[src/sync_out_pkg.sv]
// Constants, register map and carrier types for the frame and multiframe sync outputs
package sync_out_pkg;

    // Core clock and sync timing, times in ns
    localparam int CORE_CLK_PERIOD_NS = 5;
    localparam int FRAME_PERIOD_NS    = 125000;
    localparam int MFRAME_PERIOD_NS   = 500000;
    localparam int FRAME_CYCLES_DEF   = FRAME_PERIOD_NS / CORE_CLK_PERIOD_NS;
    localparam int FRAMES_PER_MF      = MFRAME_PERIOD_NS / FRAME_PERIOD_NS;
    localparam logic [1:0] MF_LAST_IDX = 2'(FRAMES_PER_MF - 1);
    localparam logic [1:0] MF_HALF_IDX = 2'(FRAMES_PER_MF / 2);

    // Register byte offsets
    localparam logic [7:0] OUT_CFG_OFS     = 8'h00;
    localparam logic [7:0] SYNC_CFG_OFS    = 8'h04;
    localparam logic [7:0] STATUS_OFS      = 8'h08;
    localparam logic [7:0] CUSTOM_BASE_OFS = 8'h10;
    localparam logic [7:0] CUSTOM_LAST_OFS = 8'h28;
    localparam int         NUM_SYNTH       = 7;

    // Field positions
    localparam int FS_EN_BIT      = 0;
    localparam int MF_EN_BIT      = 1;
    localparam int FAST_PULSE_BIT = 0;
    localparam int FAST_INV_BIT   = 1;
    localparam int SLOW_PULSE_BIT = 2;
    localparam int SLOW_INV_BIT   = 3;
    localparam int FS_LVL_BIT     = 0;
    localparam int MF_LVL_BIT     = 1;
    localparam int OC3_LVL_BIT    = 2;
    localparam int VALID_LSB      = 4;
    localparam int FREQ_LSB       = 0;
    localparam int FREQ_W         = 19;
    localparam int DIV_LSB        = 24;
    localparam int DIV_W          = 8;

    // Custom frequency limits in kHz: 77760 and 311040
    localparam logic [FREQ_W-1:0] SLOW_LIMIT_KHZ = 19'h1_2fc0;
    localparam logic [FREQ_W-1:0] FAST_LIMIT_KHZ = 19'h4_bf00;

    // APB request as driven by the master
    typedef struct packed {
        logic        psel;
        logic        penable;
        logic        pwrite;
        logic [7:0]  paddr;
        logic [31:0] pwdata;
    } apb_req_t;

    // One synthesizer's custom setting
    typedef struct packed {
        logic [DIV_W-1:0]  div;
        logic [FREQ_W-1:0] freq;
    } custom_t;

    localparam custom_t CUSTOM_RST = '{div: 8'h01, freq: 19'h0_0000};

endpackage : sync_out_pkg

[src/sync_out_gen.sv]
// Frame and multiframe sync output generator with APB configuration
//
// Functional notes
// RULE_01: frame sync output drives actively only while its enable is set.
// RULE_02: multiframe sync output drives actively only while its enable is set.
// RULE_03: a disabled sync output is held constantly low.
// RULE_04: frame sync clock mode is an 8 kHz square wave, 50% duty.
// RULE_05: frame sync pulse mode rests high, low for one clock-three period per 125 us.
// RULE_06: frame sync invert flips polarity in both clock and pulse mode.
// RULE_07: multiframe clock mode is a 2 kHz square wave, 50% duty.
// RULE_08: multiframe pulse mode pulses low one clock-three period every 500 us.
// RULE_09: multiframe invert flips polarity in both forms.
// RULE_10: software must run clock three from the main DPLL at 1.544 MHz or above.
// RULE_11: seven synthesizers accept custom frequencies within the 2 kHz and 8 kHz grids.
// RULE_12: software must use the analog multiplier PLL above 77.76 MHz.
// RULE_13: each output may carry the custom frequency or an integer submultiple; the code only stores and reads back the divider.
// RULE_14: pulse mode with invert rests low with a one-period high pulse.
`timescale 1ns/100ps
`default_nettype none

module sync_out_gen #(
    parameter int FRAME_CYCLES = sync_out_pkg::FRAME_CYCLES_DEF
) (
    input  wire logic                   core_clk,
    input  wire logic                   rst_n,
    input  wire sync_out_pkg::apb_req_t apb_req,
    output var  logic [31:0]            prdata,
    output var  logic                   pready,
    output var  logic                   pslverr,
    input  wire logic                   output_clock_three,
    output var  logic                   frame_sync_out,
    output var  logic                   multiframe_sync_out
);

    localparam logic [15:0] FRAME_LAST = 16'(FRAME_CYCLES - 1);
    localparam logic [15:0] FRAME_HALF = 16'(FRAME_CYCLES / 2);

    // Whole module state, registered in one place
    typedef struct packed {
        logic [2:0]                                     oc3_sync;
        logic                                           oc3_lvl;
        logic                                           fs_en;
        logic                                           mf_en;
        logic                                           fast_pulse;
        logic                                           fast_inv;
        logic                                           slow_pulse;
        logic                                           slow_inv;
        sync_out_pkg::custom_t [sync_out_pkg::NUM_SYNTH-1:0] custom;
        logic [15:0]                                    fcnt;
        logic [1:0]                                     fidx;
        logic                                           fs_pend;
        logic                                           fs_act;
        logic                                           mf_pend;
        logic                                           mf_act;
        logic                                           fs_out;
        logic                                           mf_out;
        logic                                           pready;
        logic                                           pslverr;
        logic [31:0]                                    prdata;
    } state_t;

    state_t q;
    state_t d;

    logic                              oc3_agree;
    logic                              oc3_rise;
    logic                              frame_end;
    logic                              mf_end;
    logic                              apb_setup;
    logic                              wr_en;
    logic                              cust_hit;
    logic [2:0]                        cust_idx;
    logic [31:0]                       rd_word;
    logic                              rd_err;
    logic [sync_out_pkg::NUM_SYNTH-1:0] custom_ok;
    logic                              fs_wave;
    logic                              mf_wave;

    // Clock three edge: counted only once the second and third stages agree
    assign oc3_agree = q.oc3_sync[1] == q.oc3_sync[2];
    assign oc3_rise  = oc3_agree && q.oc3_sync[2] && !q.oc3_lvl;

    // Frame and multiframe boundaries from the core timebase
    assign frame_end = q.fcnt == FRAME_LAST;
    assign mf_end    = frame_end && (q.fidx == sync_out_pkg::MF_LAST_IDX);

    // APB decode; writes land only at the access edge that samples pready
    assign apb_setup = apb_req.psel && !apb_req.penable;
    assign wr_en     = apb_req.psel && apb_req.penable && apb_req.pwrite
                       && q.pready && !q.pslverr;
    assign cust_hit  = (apb_req.paddr >= sync_out_pkg::CUSTOM_BASE_OFS)
                       && (apb_req.paddr <= sync_out_pkg::CUSTOM_LAST_OFS)
                       && (apb_req.paddr[1:0] == 2'h0);
    assign cust_idx  = 3'((apb_req.paddr - sync_out_pkg::CUSTOM_BASE_OFS) >> 2);

    // Custom frequency legality per synthesizer, in kHz
    genvar gi;
    for (gi = 0; gi < sync_out_pkg::NUM_SYNTH; gi++)
    begin : g_valid
        assign custom_ok[gi] = (q.custom[gi].freq != '0)
            && (((q.custom[gi].freq[0] == 1'b0)
                 && (q.custom[gi].freq <= sync_out_pkg::SLOW_LIMIT_KHZ))
             || ((q.custom[gi].freq[2:0] == 3'h0)
                 && (q.custom[gi].freq <= sync_out_pkg::FAST_LIMIT_KHZ))); // RULE_11
    end

    // Waveforms before enable and inversion; pulse forms rest high
    assign fs_wave = q.fast_pulse ? !q.fs_act : (q.fcnt < FRAME_HALF);        // RULE_04
    assign mf_wave = q.slow_pulse ? !q.mf_act
                                  : (q.fidx < sync_out_pkg::MF_HALF_IDX);      // RULE_07

    // Read mux; unmapped addresses answer with pslverr
    always_comb
    begin
        rd_word = 32'h0000_0000;
        rd_err  = 1'b0;
        if (cust_hit)
        begin
            rd_word[sync_out_pkg::DIV_LSB +: sync_out_pkg::DIV_W] = q.custom[cust_idx].div;
            rd_word[sync_out_pkg::FREQ_LSB +: sync_out_pkg::FREQ_W] = q.custom[cust_idx].freq;
        end
        else
        begin
            case (apb_req.paddr)
                sync_out_pkg::OUT_CFG_OFS:
                begin
                    rd_word[sync_out_pkg::FS_EN_BIT] = q.fs_en;
                    rd_word[sync_out_pkg::MF_EN_BIT] = q.mf_en;
                end
                sync_out_pkg::SYNC_CFG_OFS:
                begin
                    rd_word[sync_out_pkg::FAST_PULSE_BIT] = q.fast_pulse;
                    rd_word[sync_out_pkg::FAST_INV_BIT]   = q.fast_inv;
                    rd_word[sync_out_pkg::SLOW_PULSE_BIT] = q.slow_pulse;
                    rd_word[sync_out_pkg::SLOW_INV_BIT]   = q.slow_inv;
                end
                sync_out_pkg::STATUS_OFS:
                begin
                    rd_word[sync_out_pkg::FS_LVL_BIT]  = q.fs_out;
                    rd_word[sync_out_pkg::MF_LVL_BIT]  = q.mf_out;
                    rd_word[sync_out_pkg::OC3_LVL_BIT] = q.oc3_lvl;
                    rd_word[sync_out_pkg::VALID_LSB +: sync_out_pkg::NUM_SYNTH] = custom_ok;
                end
                default:
                begin
                    rd_err = 1'b1;
                end
            endcase
        end
    end

    // Next state
    always_comb
    begin
        d = q;

        // Three-stage sampler for the foreign clock three
        d.oc3_sync = {q.oc3_sync[1:0], output_clock_three};
        if (oc3_agree)
        begin
            d.oc3_lvl = q.oc3_sync[2];
        end

        // Free-running 125 us frame counter and frame index in multiframe
        d.fcnt = frame_end ? 16'h0000 : 16'(q.fcnt + 16'h0001);
        if (frame_end)
        begin
            d.fidx = 2'(q.fidx + 2'h1);
        end

        // Pulse arms at the boundary and fires on the next clock-three rise;
        // a boundary in the same cycle as the rise re-arms, so no frame is lost
        d.fs_pend = frame_end || (q.fs_pend && !oc3_rise);                     // RULE_05
        d.mf_pend = mf_end || (q.mf_pend && !oc3_rise);                        // RULE_08
        if (oc3_rise)
        begin
            d.fs_act = q.fs_pend;                                              // RULE_05
            d.mf_act = q.mf_pend;                                              // RULE_08
        end

        // Disabled outputs sit low whatever the inversion setting
        d.fs_out = q.fs_en && (fs_wave ^ q.fast_inv); // RULE_01 RULE_03 RULE_14
        d.mf_out = q.mf_en && (mf_wave ^ q.slow_inv); // RULE_02 RULE_03 RULE_14

        // Zero-wait answer: pready high in the access cycle only
        d.pready  = apb_setup;
        d.pslverr = apb_setup && rd_err;
        d.prdata  = (apb_setup && !apb_req.pwrite) ? rd_word : 32'h0000_0000;

        // Register writes
        if (wr_en)
        begin
            if (cust_hit)
            begin
                // Divider for the submultiple is only stored and read back; zero is kept and read as is
                d.custom[cust_idx].div  =
                    apb_req.pwdata[sync_out_pkg::DIV_LSB +: sync_out_pkg::DIV_W];  // RULE_13
                d.custom[cust_idx].freq =
                    apb_req.pwdata[sync_out_pkg::FREQ_LSB +: sync_out_pkg::FREQ_W];
            end
            else if (apb_req.paddr == sync_out_pkg::OUT_CFG_OFS)
            begin
                d.fs_en = apb_req.pwdata[sync_out_pkg::FS_EN_BIT];
                d.mf_en = apb_req.pwdata[sync_out_pkg::MF_EN_BIT];
            end
            else if (apb_req.paddr == sync_out_pkg::SYNC_CFG_OFS)
            begin
                d.fast_pulse = apb_req.pwdata[sync_out_pkg::FAST_PULSE_BIT];
                d.fast_inv   = apb_req.pwdata[sync_out_pkg::FAST_INV_BIT];       // RULE_06
                d.slow_pulse = apb_req.pwdata[sync_out_pkg::SLOW_PULSE_BIT];
                d.slow_inv   = apb_req.pwdata[sync_out_pkg::SLOW_INV_BIT];       // RULE_09
            end
        end
    end

    // State register, synchronous reset
    always_ff @(posedge core_clk)
    begin
        if (!rst_n)
        begin
            q        <= '0;
            q.custom <= {sync_out_pkg::NUM_SYNTH{sync_out_pkg::CUSTOM_RST}};
        end
        else
        begin
            q <= d;
        end
    end

    // Ports come straight from the state flops
    assign prdata              = q.prdata;
    assign pready              = q.pready;
    assign pslverr             = q.pslverr;
    assign frame_sync_out      = q.fs_out;
    assign multiframe_sync_out = q.mf_out;
endmodule : sync_out_gen

`default_nettype wire

[config.mk]
export PLATFORM = sky130hd
export DESIGN_NAME = sync_out_gen
export DESIGN_NICKNAME = d
export VERILOG_FILES = /design/src/sync_out_pkg.sv /design/src/sync_out_gen.sv
export SDC_FILE = /design/constraint.sdc
export NUM_CORES = 1
export LEC_CHECK = 0
export BUFFER_PORTS_ARGS = -buffer_cell sky130_fd_sc_hd__buf_2
export CORE_AREA = 2 2 204 206
export CTS_BUF_LIST = sky130_fd_sc_hd__clkbuf_2 sky130_fd_sc_hd__clkbuf_4 sky130_fd_sc_hd__clkbuf_8
export DETAILED_ROUTE_END_ITERATION = 10
export DIE_AREA = 0 0 206 208
export SYNTH_ARGS = -nofsm -noshare
export SYNTH_HDL_FRONTEND = slang
export SYNTH_SLANG_ARGS = --single-unit
[constraint.sdc]
create_clock -name core_clk -period 2.45 [get_ports core_clk]
set_input_delay 0.245 -clock core_clk [delete_from_list [all_inputs] [get_ports core_clk]]
set_output_delay 0.245 -clock core_clk [all_outputs]
set_load 0.01 [all_outputs]
# Word-level counts from Yosys, hierarchy flattened

Index checks and enable logic that the tools add are counted.

Register bits after elaboration: 257
Input port bits: 46
Output and inout port bits: 36
Word-level logic and storage cells: 169

Add/subtract/negate cells: 3
Order comparisons: 20
Equality and inequality tests: 5
Multiplexer cells: 17
Bitwise operators: 12
Reduce and logical (&&, ||, !) cells: 77

Operators by type and width:

| kind                                                               | number |
|---|---|
| bitwise mux 189 bit                                                | 2 |
| demux 27 bit (select 3 bit)                                        | 2 |
| less-or-equal comparator 19 x 17 -> 1 bit (second input constant)  | 7 |
| less-or-equal comparator 19 bit (second input constant)            | 7 |
| nonzero test 19 bit                                                | 7 |
| binary-select mux 27 bit (select 3 bit)                            | 1 |
| two-way mux 27 bit                                                 | 2 |
| logical AND 1 bit                                                  | 38 |
| logical NOT 3 bit                                                  | 7 |
| two-way mux 19 bit                                                 | 1 |
| adder 16 x 1 -> 16 bit (second input constant)                     | 1 |
| equality test 16 x 15 -> 1 bit (second input constant)             | 1 |
| less-than comparator 16 x 14 -> 1 bit (second input constant)      | 1 |
| two-way mux 11 bit                                                 | 1 |
| NOT 1 bit                                                          | 10 |
| logical OR 1 bit                                                   | 9 |
| equality test 8 x 3 -> 1 bit (second input constant)               | 1 |
| equality test 8 x 4 -> 1 bit (second input constant)               | 1 |
| greater-or-equal comparator 8 x 5 -> 1 bit (second input constant) | 1 |
| less-or-equal comparator 8 x 6 -> 1 bit (second input constant)    | 1 |
| logical NOT 8 bit                                                  | 1 |
| logical NOT 1 bit                                                  | 7 |
| two-way mux 7 bit                                                  | 1 |
| one-hot mux 2 bit (3 select lines)                                 | 1 |
| 16 further kinds                                                   | 23 |

# Depth between registers and ports, before layout

Gate-level depths: netlist (run 1).

Depth after elaboration: 7
Depth in mapped cells: 8
Depth with buffers taken out: 6

# Worst setup path before layout (run 1)

OpenSTA, ideal clock, no wires.

Path kind: input -> register
Start point: in apb_req[33] in the netlist's numbering
End point: reg q[247] in the netlist's numbering
Library setup time: 0.116 ns
Arrival: 1.688 ns
Required time: 2.334 ns
Slack: 0.646 ns
Stages: 5
Buffers on the path: 0
Path through: or4_4 > or3_4 > nor3_4 > mux2i_1 > nor2b_1

Longest elaborated chain between the ends: 5
Elaborated cells between the ends (all ways): 10
Those cells by class: 2 x order compare; 1 x eq/ne; 2 x bitwise; 5 x reduce/logical

Ends and longest elaborated chain:

| what                                                                                                         | RTL line                               | text |
|---|---|---|
| from (decl)                                                                                                  | sync_out_gen.sv:26                     | `input wire sync_out_pkg::apb_req_t apb_req,` |
| greater-or-equal comparator 8 x 5 -> 1 bit / less-or-equal comparator 8 x 6 -> 1 bit (equally long branches) | sync_out_gen.sv:91, sync_out_gen.sv:92 |  |
| logical AND 1 bit                                                                                            | sync_out_gen.sv:92                     | `&& (apb_req.paddr <= sync_out_pkg::CUSTOM_LAST_OFS)` |
| logical AND 1 bit                                                                                            | sync_out_gen.sv:93                     | `&& (apb_req.paddr[1:0] == 2'h0);` |
| NOT 1 bit (no source line)                                                                                   | n/a                                    |  |
| AND reduction 4 bit (no source line) *                                                                       | n/a                                    |  |
| to (decl)                                                                                                    | sync_out_gen.sv:62                     | `state_t q;` |

Mark *: on every way between the ends. The rest lies on a longest branch, timed or not.
A chain may end at the register's enable or synchronous reset.

# Final worst setup path (run 1)

Start point: reg q[167] in the netlist's numbering
End point: reg q, in the netlist prdata[8]

Longest elaborated chain between the ends: 6
Elaborated cells between the ends (all ways): 10
Those cells by class: 2 x order compare; 2 x mux; 6 x reduce/logical

Ends and longest elaborated chain:

| what                                                                    | RTL line                                 | text |
|---|---|---|
| less-or-equal comparator 19 x 17 -> 1 bit, or another cell as far along | sync_out_gen.sv:102                      | `&& (q.custom[gi].freq <= sync_out_pkg::SLOW_LIMIT_KHZ))` |
| logical AND 1 bit, on equally long branches                             | sync_out_gen.sv:102, sync_out_gen.sv:104 |  |
| logical OR 1 bit                                                        | sync_out_gen.sv:103                      | `\|\| ((q.custom[gi].freq[2:0] == 3'h0)` |
| logical AND 1 bit *                                                     | sync_out_gen.sv:101                      | `&& (((q.custom[gi].freq[0] == 1'b0)` |
| two-way mux 7 bit *                                                     | sync_out_gen.sv:124                      | `case (apb_req.paddr)` |
| two-way mux 11 bit *                                                    | sync_out_gen.sv:117                      | `if (cust_hit)` |

Marked as above.

==> metrics, run 1 <==
Antenna diodes=0; R2R setup slack=0.34 ns; status=completed; Final ANT Viol Nets=0; CP Buf/Inv Count=0; synth top area cells=dfxtp_1, nand2_1, a21boi_1; global-route wire length before repair=57600 um; hold path depth=3; most used cell, CP=or4_1; vias in the first global route=10.1k; Slowest cell on crit path=or4_1; WHS Endpoint=q[152]$_SDFFE_PN0P_; dominant synthesized flop cell=dfxtp_1; max cap viols=0; delay-heaviest family, CP=simple AND/OR/NAND/NOR gates; Layout Nets=around 1.5k; HP Start=apb_req[13]; mean routed wirelength per cell=between 15 and 20 um; unrepaired setup endpoints after global routing=no; min Tclk post-route=2.11 ns; TNS Setup=0 ns; initial antenna violation count=2; combinational family with the most area after synthesis=simple AND/OR/NAND/NOR gates; Post-synth EDFFs=0; Synth cell types=62; period utilization=between 80% and 90%; mux cell area share after synthesis=9.29%; Commonest cells post-synth=nand2_1, dfxtp_1, a21boi_1; Post-Synth Simple-Gate Area=22.6%; Post-Syn Area=12000 um2; PostCTS Resize Cnt=0; Synth Register Bits=252; filler instances=4215; type of origin of the critical path=register; DPL Wire Length=roughly 25000 um; Starting Density=29.7%; clk slew on worst S/H paths=0.06 ns; H-tree depth=2; Yosys top cell by area=dfxtp_1; Initial DRC Count=slightly below 1k; Boundary Pins=82; top-count cell post-synth=nand2_1; CP Max Fanout=5; Row Count=74; share of post-route cells with drive strength above 1=15.3%; reg2reg path depth=5; Final Skew=0.0187 ns; cell chosen for the clock root=clkbuf_8; clock sinks=252; Fmax achieved=474 MHz; Critical R2R Capture=prdata[8]$_SDFF_PN0_; Req. time, crit path=slightly below 3 ns; Routed WL=36800 um; YS warnings=0; final core utilization=between 30% and 40%; maximum vdd drop=365 uV; PD cells=between 600 and 700 nW/um2; worst hold path type=in -> reg; clock tree from TritonCTS=built; crit path kind=reg -> reg; DRT Pass-1 Iters=5; synthesized instance count=1416; later-pin clock latency in the skew report=0.57 ns; crit-path cells=or4_1 -> or4_1 -> a41oi_1 -> a211oi_1 -> o22ai_1; die height=between 200 and 250 um; Yosys top cell area share=41.9%; area of the multi-input gates=6400 um2; core footprint=40600 um2; Avg Vias per Cell=5.14; port bufs=71; syn avg cell area=8.50 um2; CP arrival=2.57 ns; Levels on crit path=5; RePlAce Congestion=0.897; Via Count=between 10k and 15k; P&R area growth vs syn=16.9%; Synth Area in Compound Gates=19.4%; max incr delay on CP=~0.6 ns; register area=5040 um2; Fin. Hold Viols=0; DIE AREA=42800 um2; Max Root-Sink Buffers=3; Synth Area in XOR/XNOR=1.24%; Final Slew Violations=0; endpoints failing setup=0; Pleak=5.16 nW; sequential area share after synthesis=41.9%; Worst Tran Pin Value=0.640 ns; Slew HR=a little under three fifths; FFs w/ async S/R, synth=0%; GRT overflow=0; Synth Area in Adders=0.312%; Remaining DRCs=0; Die W=206 um; Global Route Usage Sum=~17%; crit end category=register; worst r2r src=q[167]$_SDFFE_PN0P_; CTS Buf Count=between 40 and 50; largest net degree at the start of global routing=138
[state kept, by name, summed over array words and instances (netlist names)]
name / flops
pready: 1
q: 219
d: 2
prdata: 27
frame_sync_out: 1
multiframe_sync_out: 1
pslverr: 1
[routing by layer]
metal	wire [um]	part of all wire, %	vias to the layer above	global-route usage (%)
met3	1990	5.4	68	3.15
met5	27	0.073	-	0
li1	-	-	5032	-
met4	908	2.5	4	5.25
met2	16700	45	311	26.9
met1	17200	47	5059	23.3
[kinds of logic after synthesis]
family / after synthesis
XOR/XNOR: 17
AO/OA/AOI/OAI: 327
multiplexers: 78
flip-flops: 252
other: 1
adder cells (fa/ha/maj): 3
buffers and inverters: 127
AND/OR/NAND/NOR: 611
[cells in the final DEF (no fill, tap or decap), types with 14 or more instances in the layout]
cell type,Yosys,routed
o21ai_0,49,49
mux2i_1,51,51
buf_4,32,33
nand3_1,20,20
dfxtp_1,252,252
a21oi_1,19,19
dlygate4sd3_1,0,21
nor2_1,61,57
nor3_1,22,22
a21boi_0,31,31
clkbuf_8,0,61
a2bb2oi_1,14,14
nor4_1,17,17
mux4_2,27,27
buf_2,25,68
nand2_1,395,395
a211o_1,14,14
a21boi_1,154,154
nand4_1,17,17
[final cells by class]
class                           count  area share [%]
Clock inverter                      8           0.329
Tap cell                          532            4.73
Timing Repair Buffer              131            6.95
Inverter                            3          0.0800
Clock buffer                       72            6.55
Multi-Input combinational cell   1041            45.5
Sequential cell                   252            35.8
[worst max-delay path by stage]
stage,start,endpoint
6_report,q[167]$_SDFFE_PN0P_,prdata[8]$_SDFF_PN0_
5_1_grt,q[167]$_SDFFE_PN0P_,prdata[8]$_SDFF_PN0_
4_1_cts,q[167]$_SDFFE_PN0P_,prdata[8]$_SDFF_PN0_
3_5_place_dp,apb_req[33],q[176]$_SDFFE_PN0P_
3_3_place_gp,apb_req[33],q[142]$_SDFFE_PN0P_
2_1_floorplan,apb_req[33],q[247]$_SDFFE_PN0P_
[stage by stage]
| step | hold WS (ns) | power, mW | cells | worst slack (ns) | instance area, um2 |
|---|---|---|---|---|---|
| floorplan | 0.369 | 4.42 | 1420 | 0.646 | 12100 |
| global placement | 0.423 | 4.57 | 1938 | 0.365 | 12900 |
| detailed placement | 0.437 | 4.57 | 1938 | 0.328 | 12900 |
| CTS | 0.000315 | 8.77 | 2039 | 0.365 | 14100 |
| global route | 0.00218 | 8.96 | 2039 | 0.310 | 14100 |
| finish | 0.0209 | 8.66 | 2039 | 0.342 | 14100 |
[power breakdown]
| part | switching, mW | internal [mW] | total (mW) |
|---|---|---|---|
| Sequential | 0.00522 | 4.11 | 4.11 |
| Clock | 1.77 | 2.38 | 4.15 |
| Combinational | 0.241 | 0.162 | 0.403 |
| Total | 2.02 | 6.65 | 8.66 |
[worst min-delay path, delay by kind of cell]
family | cells | cell delay [ns]
buffers and inverters | 1 | 0.17
AND/OR/NAND/NOR | 1 | 0.07
AO/OA/AOI/OAI | 1 | 0.05
[repair_timing]
action,in CTS,in global routing
setup buffers,0,0
hold endpoints to repair,106,0
hold buffers,21,0
endpoints found under the setup margin,0,0
Note: power is estimated with default switching activity, not from simulation.
==> inputs of run 2 (changes only) <==
--- a/config.mk
+++ b/config.mk
@@ -6,10 +6,10 @@
 export NUM_CORES = 1
 export LEC_CHECK = 0
 export BUFFER_PORTS_ARGS = -buffer_cell sky130_fd_sc_hd__buf_2
-export CORE_AREA = 2 2 204 206
+export CORE_AREA = 2 2 227 185
 export CTS_BUF_LIST = sky130_fd_sc_hd__clkbuf_2 sky130_fd_sc_hd__clkbuf_4 sky130_fd_sc_hd__clkbuf_8
 export DETAILED_ROUTE_END_ITERATION = 10
-export DIE_AREA = 0 0 206 208
+export DIE_AREA = 0 0 229 187
 export SYNTH_ARGS = -nofsm -noshare
 export SYNTH_HDL_FRONTEND = slang
 export SYNTH_SLANG_ARGS = --single-unit
==> metrics, run 2 (same netlist as run 1, synthesis figures left out) <==
Largest Register=q; Max Root-Sink Buffers=3; Layout Nets=1519; Remaining DRCs=0; DRT Pass-1 Iters=5; PostCTS Resize Cnt=0; period utilization=80.0%; later-pin clock latency in the skew report=0.58 ns; Final Slew Violations=0; area post-placement=12900 um2; status=completed; final core utilization=34.4%; Final Instance Area=14100 um2; Starting Density=29.4%; RePlAce Congestion=0.941; max cap viols=0; PD cells=633 nW/um2; Slew HR=between 30% and 40%; global-route wire length before repair=58700 um; Avg Vias per Cell=between 5 and 6; Boundary Pins=82; P&R area growth vs syn=16.9%; HP Start=apb_req[28]; TNS Setup=0 ns; min Tclk post-route=1.96 ns; commonest non-fill, non-tap cell in the layout=nand2_1; Via Count=10.7k; CTS Buf Count=45; Req. time, crit path=2.94 ns; initial antenna violation count=0; Initial DRC Count=1147; Global Route Usage Sum=17.1%; DIE AREA=around 43000 um2; type of origin of the critical path=register; CP arrival=about 2.5 ns; Antenna diodes=0; Fmax achieved=510 MHz; max reg flops=219; mean routed wirelength per cell=between 15 and 20 um; met3 wire len=approximately 3100 um; core footprint=40900 um2; worst hold path type=in -> reg; GRT overflow=0; share of post-route cells with drive strength above 1=15.4%; metal2 WL=16500 um; Final ANT Viol Nets=0; commonest non-fill, non-tap cells in the layout=nand2_1, dfxtp_1, a21boi_1, buf_2, clkbuf_8; worst r2r src=q[167]$_SDFFE_PN0P_; Fin. Hold Viols=0; unrepaired setup endpoints after global routing=no; endpoints failing setup=0; clk slew on worst S/H paths=0.06 ns; port bufs=71; R2R setup slack=around 0.49 ns; Final Skew=around 0.034 ns; DPL Wire Length=around 25000 um; crit end category=register; hold_buf cts=19; maximum vdd drop=roughly 300 uV; clock sinks=252; clock tree from TritonCTS=built; Hold WS=0.0200 ns; filler instances=approximately 4.2k; Routed WL=between 30000 and 40000 um; Worst Tran Pin Value=between 0.9 and 1 ns; cell chosen for the clock root=clkbuf_8; postcts setup bufs=0; Die W=229 um; die height=around 190 um; CP Max Fanout=5; crit path kind=reg -> reg; largest net degree at the start of global routing=about 210; met1 wire length=about 17000 um; vias in the first global route=10.2k; Top Layer Used=met4; Pleak=~5.2 nW; Critical Path Start=q[167]$_SDFFE_PN0P_; H-tree depth=2; Row Count=67
## run 2: changes by cell type in the layout (fill, tap and decap cells not counted), moves of 2 or more
| cell | delta |
|---|---|
| clkinv_2 | -3 |
| dlygate4sd3_1 | -2 |
| buf_4 | +2 |
| clkbuf_4 | +5 |
| buf_12 | -4 |
## run 2: stage by stage
| stage | total power [mW] | std cells | setup WS, ns |
|---|---|---|---|
| finish | 8.91 | 2058 | 0.491 |
| global route | 9.20 | 2058 | 0.329 |
| CTS | 8.98 | 2058 | 0.490 |
| global placement | 4.58 | 1956 | 0.293 |
| floorplan | 4.42 | 1420 | 0.646 |
| detailed placement | 4.58 | 1956 | 0.277 |
## run 2: layout make-up
type                            count  area (um2)  area share, %
Tap cell                          552         691           4.91
Multi-Input combinational cell   1041        6400           45.5
Inverter                            3        11.3         0.0800
Timing Repair Buffer              127         893           6.35
Sequential cell                   252        5040           35.9
Clock buffer                       78         973           6.92
Clock inverter                      5        52.6          0.373
## run 2: final timing paths
check                    endpoint  depth (start not counted)
max          prdata[8]$_SDFF_PN0_                          5
max reg2reg  prdata[8]$_SDFF_PN0_                          5
min reg2reg     d[256]$_SDFF_PN0_                          1
min           q[189]$_SDFFE_PN0P_                          3
## run 2: where the power goes
| part | internal [mW] | total (mW) | switching (mW) |
|---|---|---|---|
| logic | 0.159 | 0.409 | 0.250 |
| registers | 4.11 | 4.11 | 0.00499 |
| clock network | 2.59 | 4.38 | 1.79 |
## run 2: critical path, cell delays in order, from the launching register on
cell,delay (ns)
dfxtp_1,0.37
or4_1,0.58
or4_1,0.46
a41oi_1,0.22
a211oi_1,0.07
o22ai_1,0.17
## run 2: per-layer routing
metal	up-vias	global-route usage, %
met2	421	26.2
met5	-	0
met3	58	3.28
met4	0	4.35
li1	5033	-
met1	5201	24.6
==> inputs of run 3 (changes only) <==
--- a/config.mk
+++ b/config.mk
@@ -5,11 +5,12 @@
 export SDC_FILE = /design/constraint.sdc
 export NUM_CORES = 1
 export LEC_CHECK = 0
+export ABC_AREA = 1
 export BUFFER_PORTS_ARGS = -buffer_cell sky130_fd_sc_hd__buf_2
-export CORE_AREA = 2 2 227 185
+export CORE_AREA = 2 2 234 190
 export CTS_BUF_LIST = sky130_fd_sc_hd__clkbuf_2 sky130_fd_sc_hd__clkbuf_4 sky130_fd_sc_hd__clkbuf_8
 export DETAILED_ROUTE_END_ITERATION = 10
-export DIE_AREA = 0 0 229 187
+export DIE_AREA = 0 0 236 192
 export SYNTH_ARGS = -nofsm -noshare
 export SYNTH_HDL_FRONTEND = slang
 export SYNTH_SLANG_ARGS = --single-unit
==> constraint.sdc (replaced) <==
create_clock -name core_clk -period 1.7 [get_ports core_clk]
set_input_delay 0.17 -clock core_clk [delete_from_list [all_inputs] [get_ports core_clk]]
set_output_delay 0.17 -clock core_clk [all_outputs]
set_load 0.01 [all_outputs]
==> metrics, run 3 <==
Die W=236 um; synth top area cells=dfxtp_1, nand2_1, a21oi_1; crit path kind=reg -> reg; Routed WL=between 40000 and 50000 um; vias in the first global route=between 10k and 15k; clock sinks=between 200 and 300; DRT Pass-1 Iters=5; Antenna diodes=0; CP Max Fanout=31; Final Slew Violations=0; commonest non-fill, non-tap cell in the layout=nand2_1; switching share of power=between 20% and 30%; port bufs=71; endpoints failing setup=0; Pleak=6.19 nW; cell chosen for the clock root=clkbuf_8; FFs w/ async S/R, synth=0%; worst hold path type=in -> reg; Fin. Hold Viols=0; mean routed wirelength per cell=18.3 um; Final ANT Viol Nets=0; status=completed; Via Count=13.4k; commonest non-fill, non-tap cells in the layout=nand2_1, dfxtp_1, a21oi_1, nor2_1, nand3_1; type of origin of the critical path=register; min Tclk post-route=between 1.5 and 2 ns; share of post-route cells with drive strength above 1=15.0%; crit-path cells=nand2_1 -> nor2_1 -> nand3_1 -> buf_6 -> nor2_4 -> buf_4 -> buf_12 -> nand3_1 -> a21oi_1; die height=192 um; max reg flops=about 220; YS warnings=0; area post-placement=14100 um2; maximum vdd drop=534 uV; clock tree from TritonCTS=built; unrepaired setup endpoints after global routing=yes; Final Skew=roughly 0.028 ns; Initial DRC Count=approximately 1.4k; Post-Place Setup Slack=-0.492 ns; Synth cell types=42; non-filler instance count after layout=between 2k and 3k; power share of the clock group=between 50 and 60%; delay-heaviest family, CP=buffers and inverters; Fmax achieved=618 MHz; Remaining DRCs=0; Yosys top cell by area=dfxtp_1; Commonest cells post-synth=nand2_1, dfxtp_1, a21oi_1; Synth Register Bits=252; Max Root-Sink Buffers=3; final core utilization=36.5%; Starting Density=29.7%; placed cell count=2506; Layout Nets=slightly above 2k; Hold WS=roughly 0.054 ns; synthesized instance count=1902; core footprint=42800 um2; internal power=between 10 and 15 mW; Slew HR=54.6%; DPL Wire Length=~34000 um; most used cell, CP=nand3_1; Largest Register=q; Slowest cell on crit path=dfxtp_1; max cap viols=0; Row Count=68; max incr delay on CP=0.32 ns; combinational share of power=6.2%; largest net degree at the start of global routing=around 130; CP arrival=between 2 and 2.5 ns; Worst Tran Pin Value=0.680 ns; Final Instance Area=15600 um2; switching power=3.41 mW; period utilization=95.2%; Setup WS post-layout=slightly above 0.08 ns; Post-Syn Area=12700 um2; top-count cell post-synth=nand2_1; crit end category=register; Global Route Usage Sum=between 20% and 30%; syn avg cell area=~6.7 um2; initial antenna violation count=2; dominant synthesized flop cell=dfxtp_1; Yosys top cell area share=39.7%; GRT overflow=0; TNS Setup=0 ns; Power Total=13.8 mW; CTS Buf Count=48; RePlAce Congestion=~0.96; P&R area growth vs syn=22.9%; PD cells=882 nW/um2; DIE AREA=roughly 45000 um2; Avg Vias per Cell=5.10; clk slew on worst S/H paths=0.05 ns; Post-synth EDFFs=0; Req. time, crit path=2.24 ns; CP Buf/Inv Count=3; later-pin clock latency in the skew report=about 0.63 ns; Seq pwr share=43.0%; postcts setup bufs=0; H-tree depth=2; sequential area share after synthesis=39.7%; global-route wire length before repair=72100 um; Boundary Pins=82
==> run 3: cell types whose count changed in the layout (fill, tap and decap cells not counted), moves of 31 or more <==
| cell | before | now |
|---|---|---|
| a21oi_1 | 19 | 209 |
| mux2i_1 | 51 | 0 |
| nand3_1 | 20 | 200 |
| inv_1 | 3 | 182 |
| a21boi_0 | 31 | 0 |
| a21boi_1 | 154 | 0 |
| o21ai_0 | 49 | 104 |
| nor2_1 | 57 | 201 |
| nand2_1 | 395 | 428 |
| buf_4 | 35 | 78 |
==> run 3: worst register-to-register path: cells and delay by family, from the launching register on <==
| kind | cells | cell delay [ns] |
|---|---|---|
| AOI/OAI and AO/OA | 1 | 0.16 |
| buffers and inverters | 3 | 0.57 |
| DFF | 1 | 0.32 |
| and+or+nand+nor | 5 | 0.51 |
==> run 3: path summary, 6_finish.rpt <==
| path | from | endpoint | cells after the start | slack [ns] |
|---|---|---|---|---|
| worst max register to register | pready$_SDFF_PN0_ | q[70]$_SDFFE_PN0P_ | 9 | 0.08 |
| worst max-delay path | pready$_SDFF_PN0_ | q[70]$_SDFFE_PN0P_ | 9 | 0.08 |
| worst min register to register | d[255]$_SDFF_PN0_ | d[256]$_SDFF_PN0_ | 2 | 0.41 |
| worst min-delay path | apb_req[24] | q[212]$_SDFFE_PN1P_ | 3 | 0.05 |
==> run 3: what timing repair did <==
| action | in CTS | in global routing |
|---|---|---|
| hold buffers | 29 | 0 |
| resized for setup | 0 | 20 |
| endpoints found under the setup margin | 0 | 175 |
| endpoints found under the hold margin | 178 | 0 |
==> run 3: cell type report <==
class / instances / area, um2
well taps: 560 / 701
clock inverters: 14 / 175
multi-input cells: 1329 / 6300
fillers: 4574 / 27200
inverters: 190 / 718
flip-flops and latches: 252 / 5050
clock buffers: 73 / 955
repair buffers: 204 / 1730
==> run 3: logic make-up after synthesis <==
family | Yosys count | synth area share (%)
AND/OR/NAND/NOR | 929 | 31.3
AO/OA/AOI/OAI | 390 | 17.1
buffers and inverters | 325 | 11.4
flip-flops | 252 | 39.7
adder cells (fa/ha/maj) | 3 | 0.295
XOR/XNOR | 2 | 0.138
other | 1 | 0.0295
==> run 3: power groups by stage <==
stage	Clock, mW	Sequential [mW]	Combinational (mW)
after floorplan	0	6.06	0.339
after global placement	0	6.06	0.774
after detailed placement	0	6.06	0.776
after CTS	7.14	5.93	0.828
after global routing	7.39	5.93	0.892
final	7.00	5.93	0.851
==> run 3: metal layers <==
metal  global-route usage [%]  wire length (um)  vias up
met4                     7.01              1240        4
met2                     29.9             19600      588
met1                     29.8             22200     6203
met3                     5.36              4790      102
met5                        0                21        -
li1                         -                 -     6477
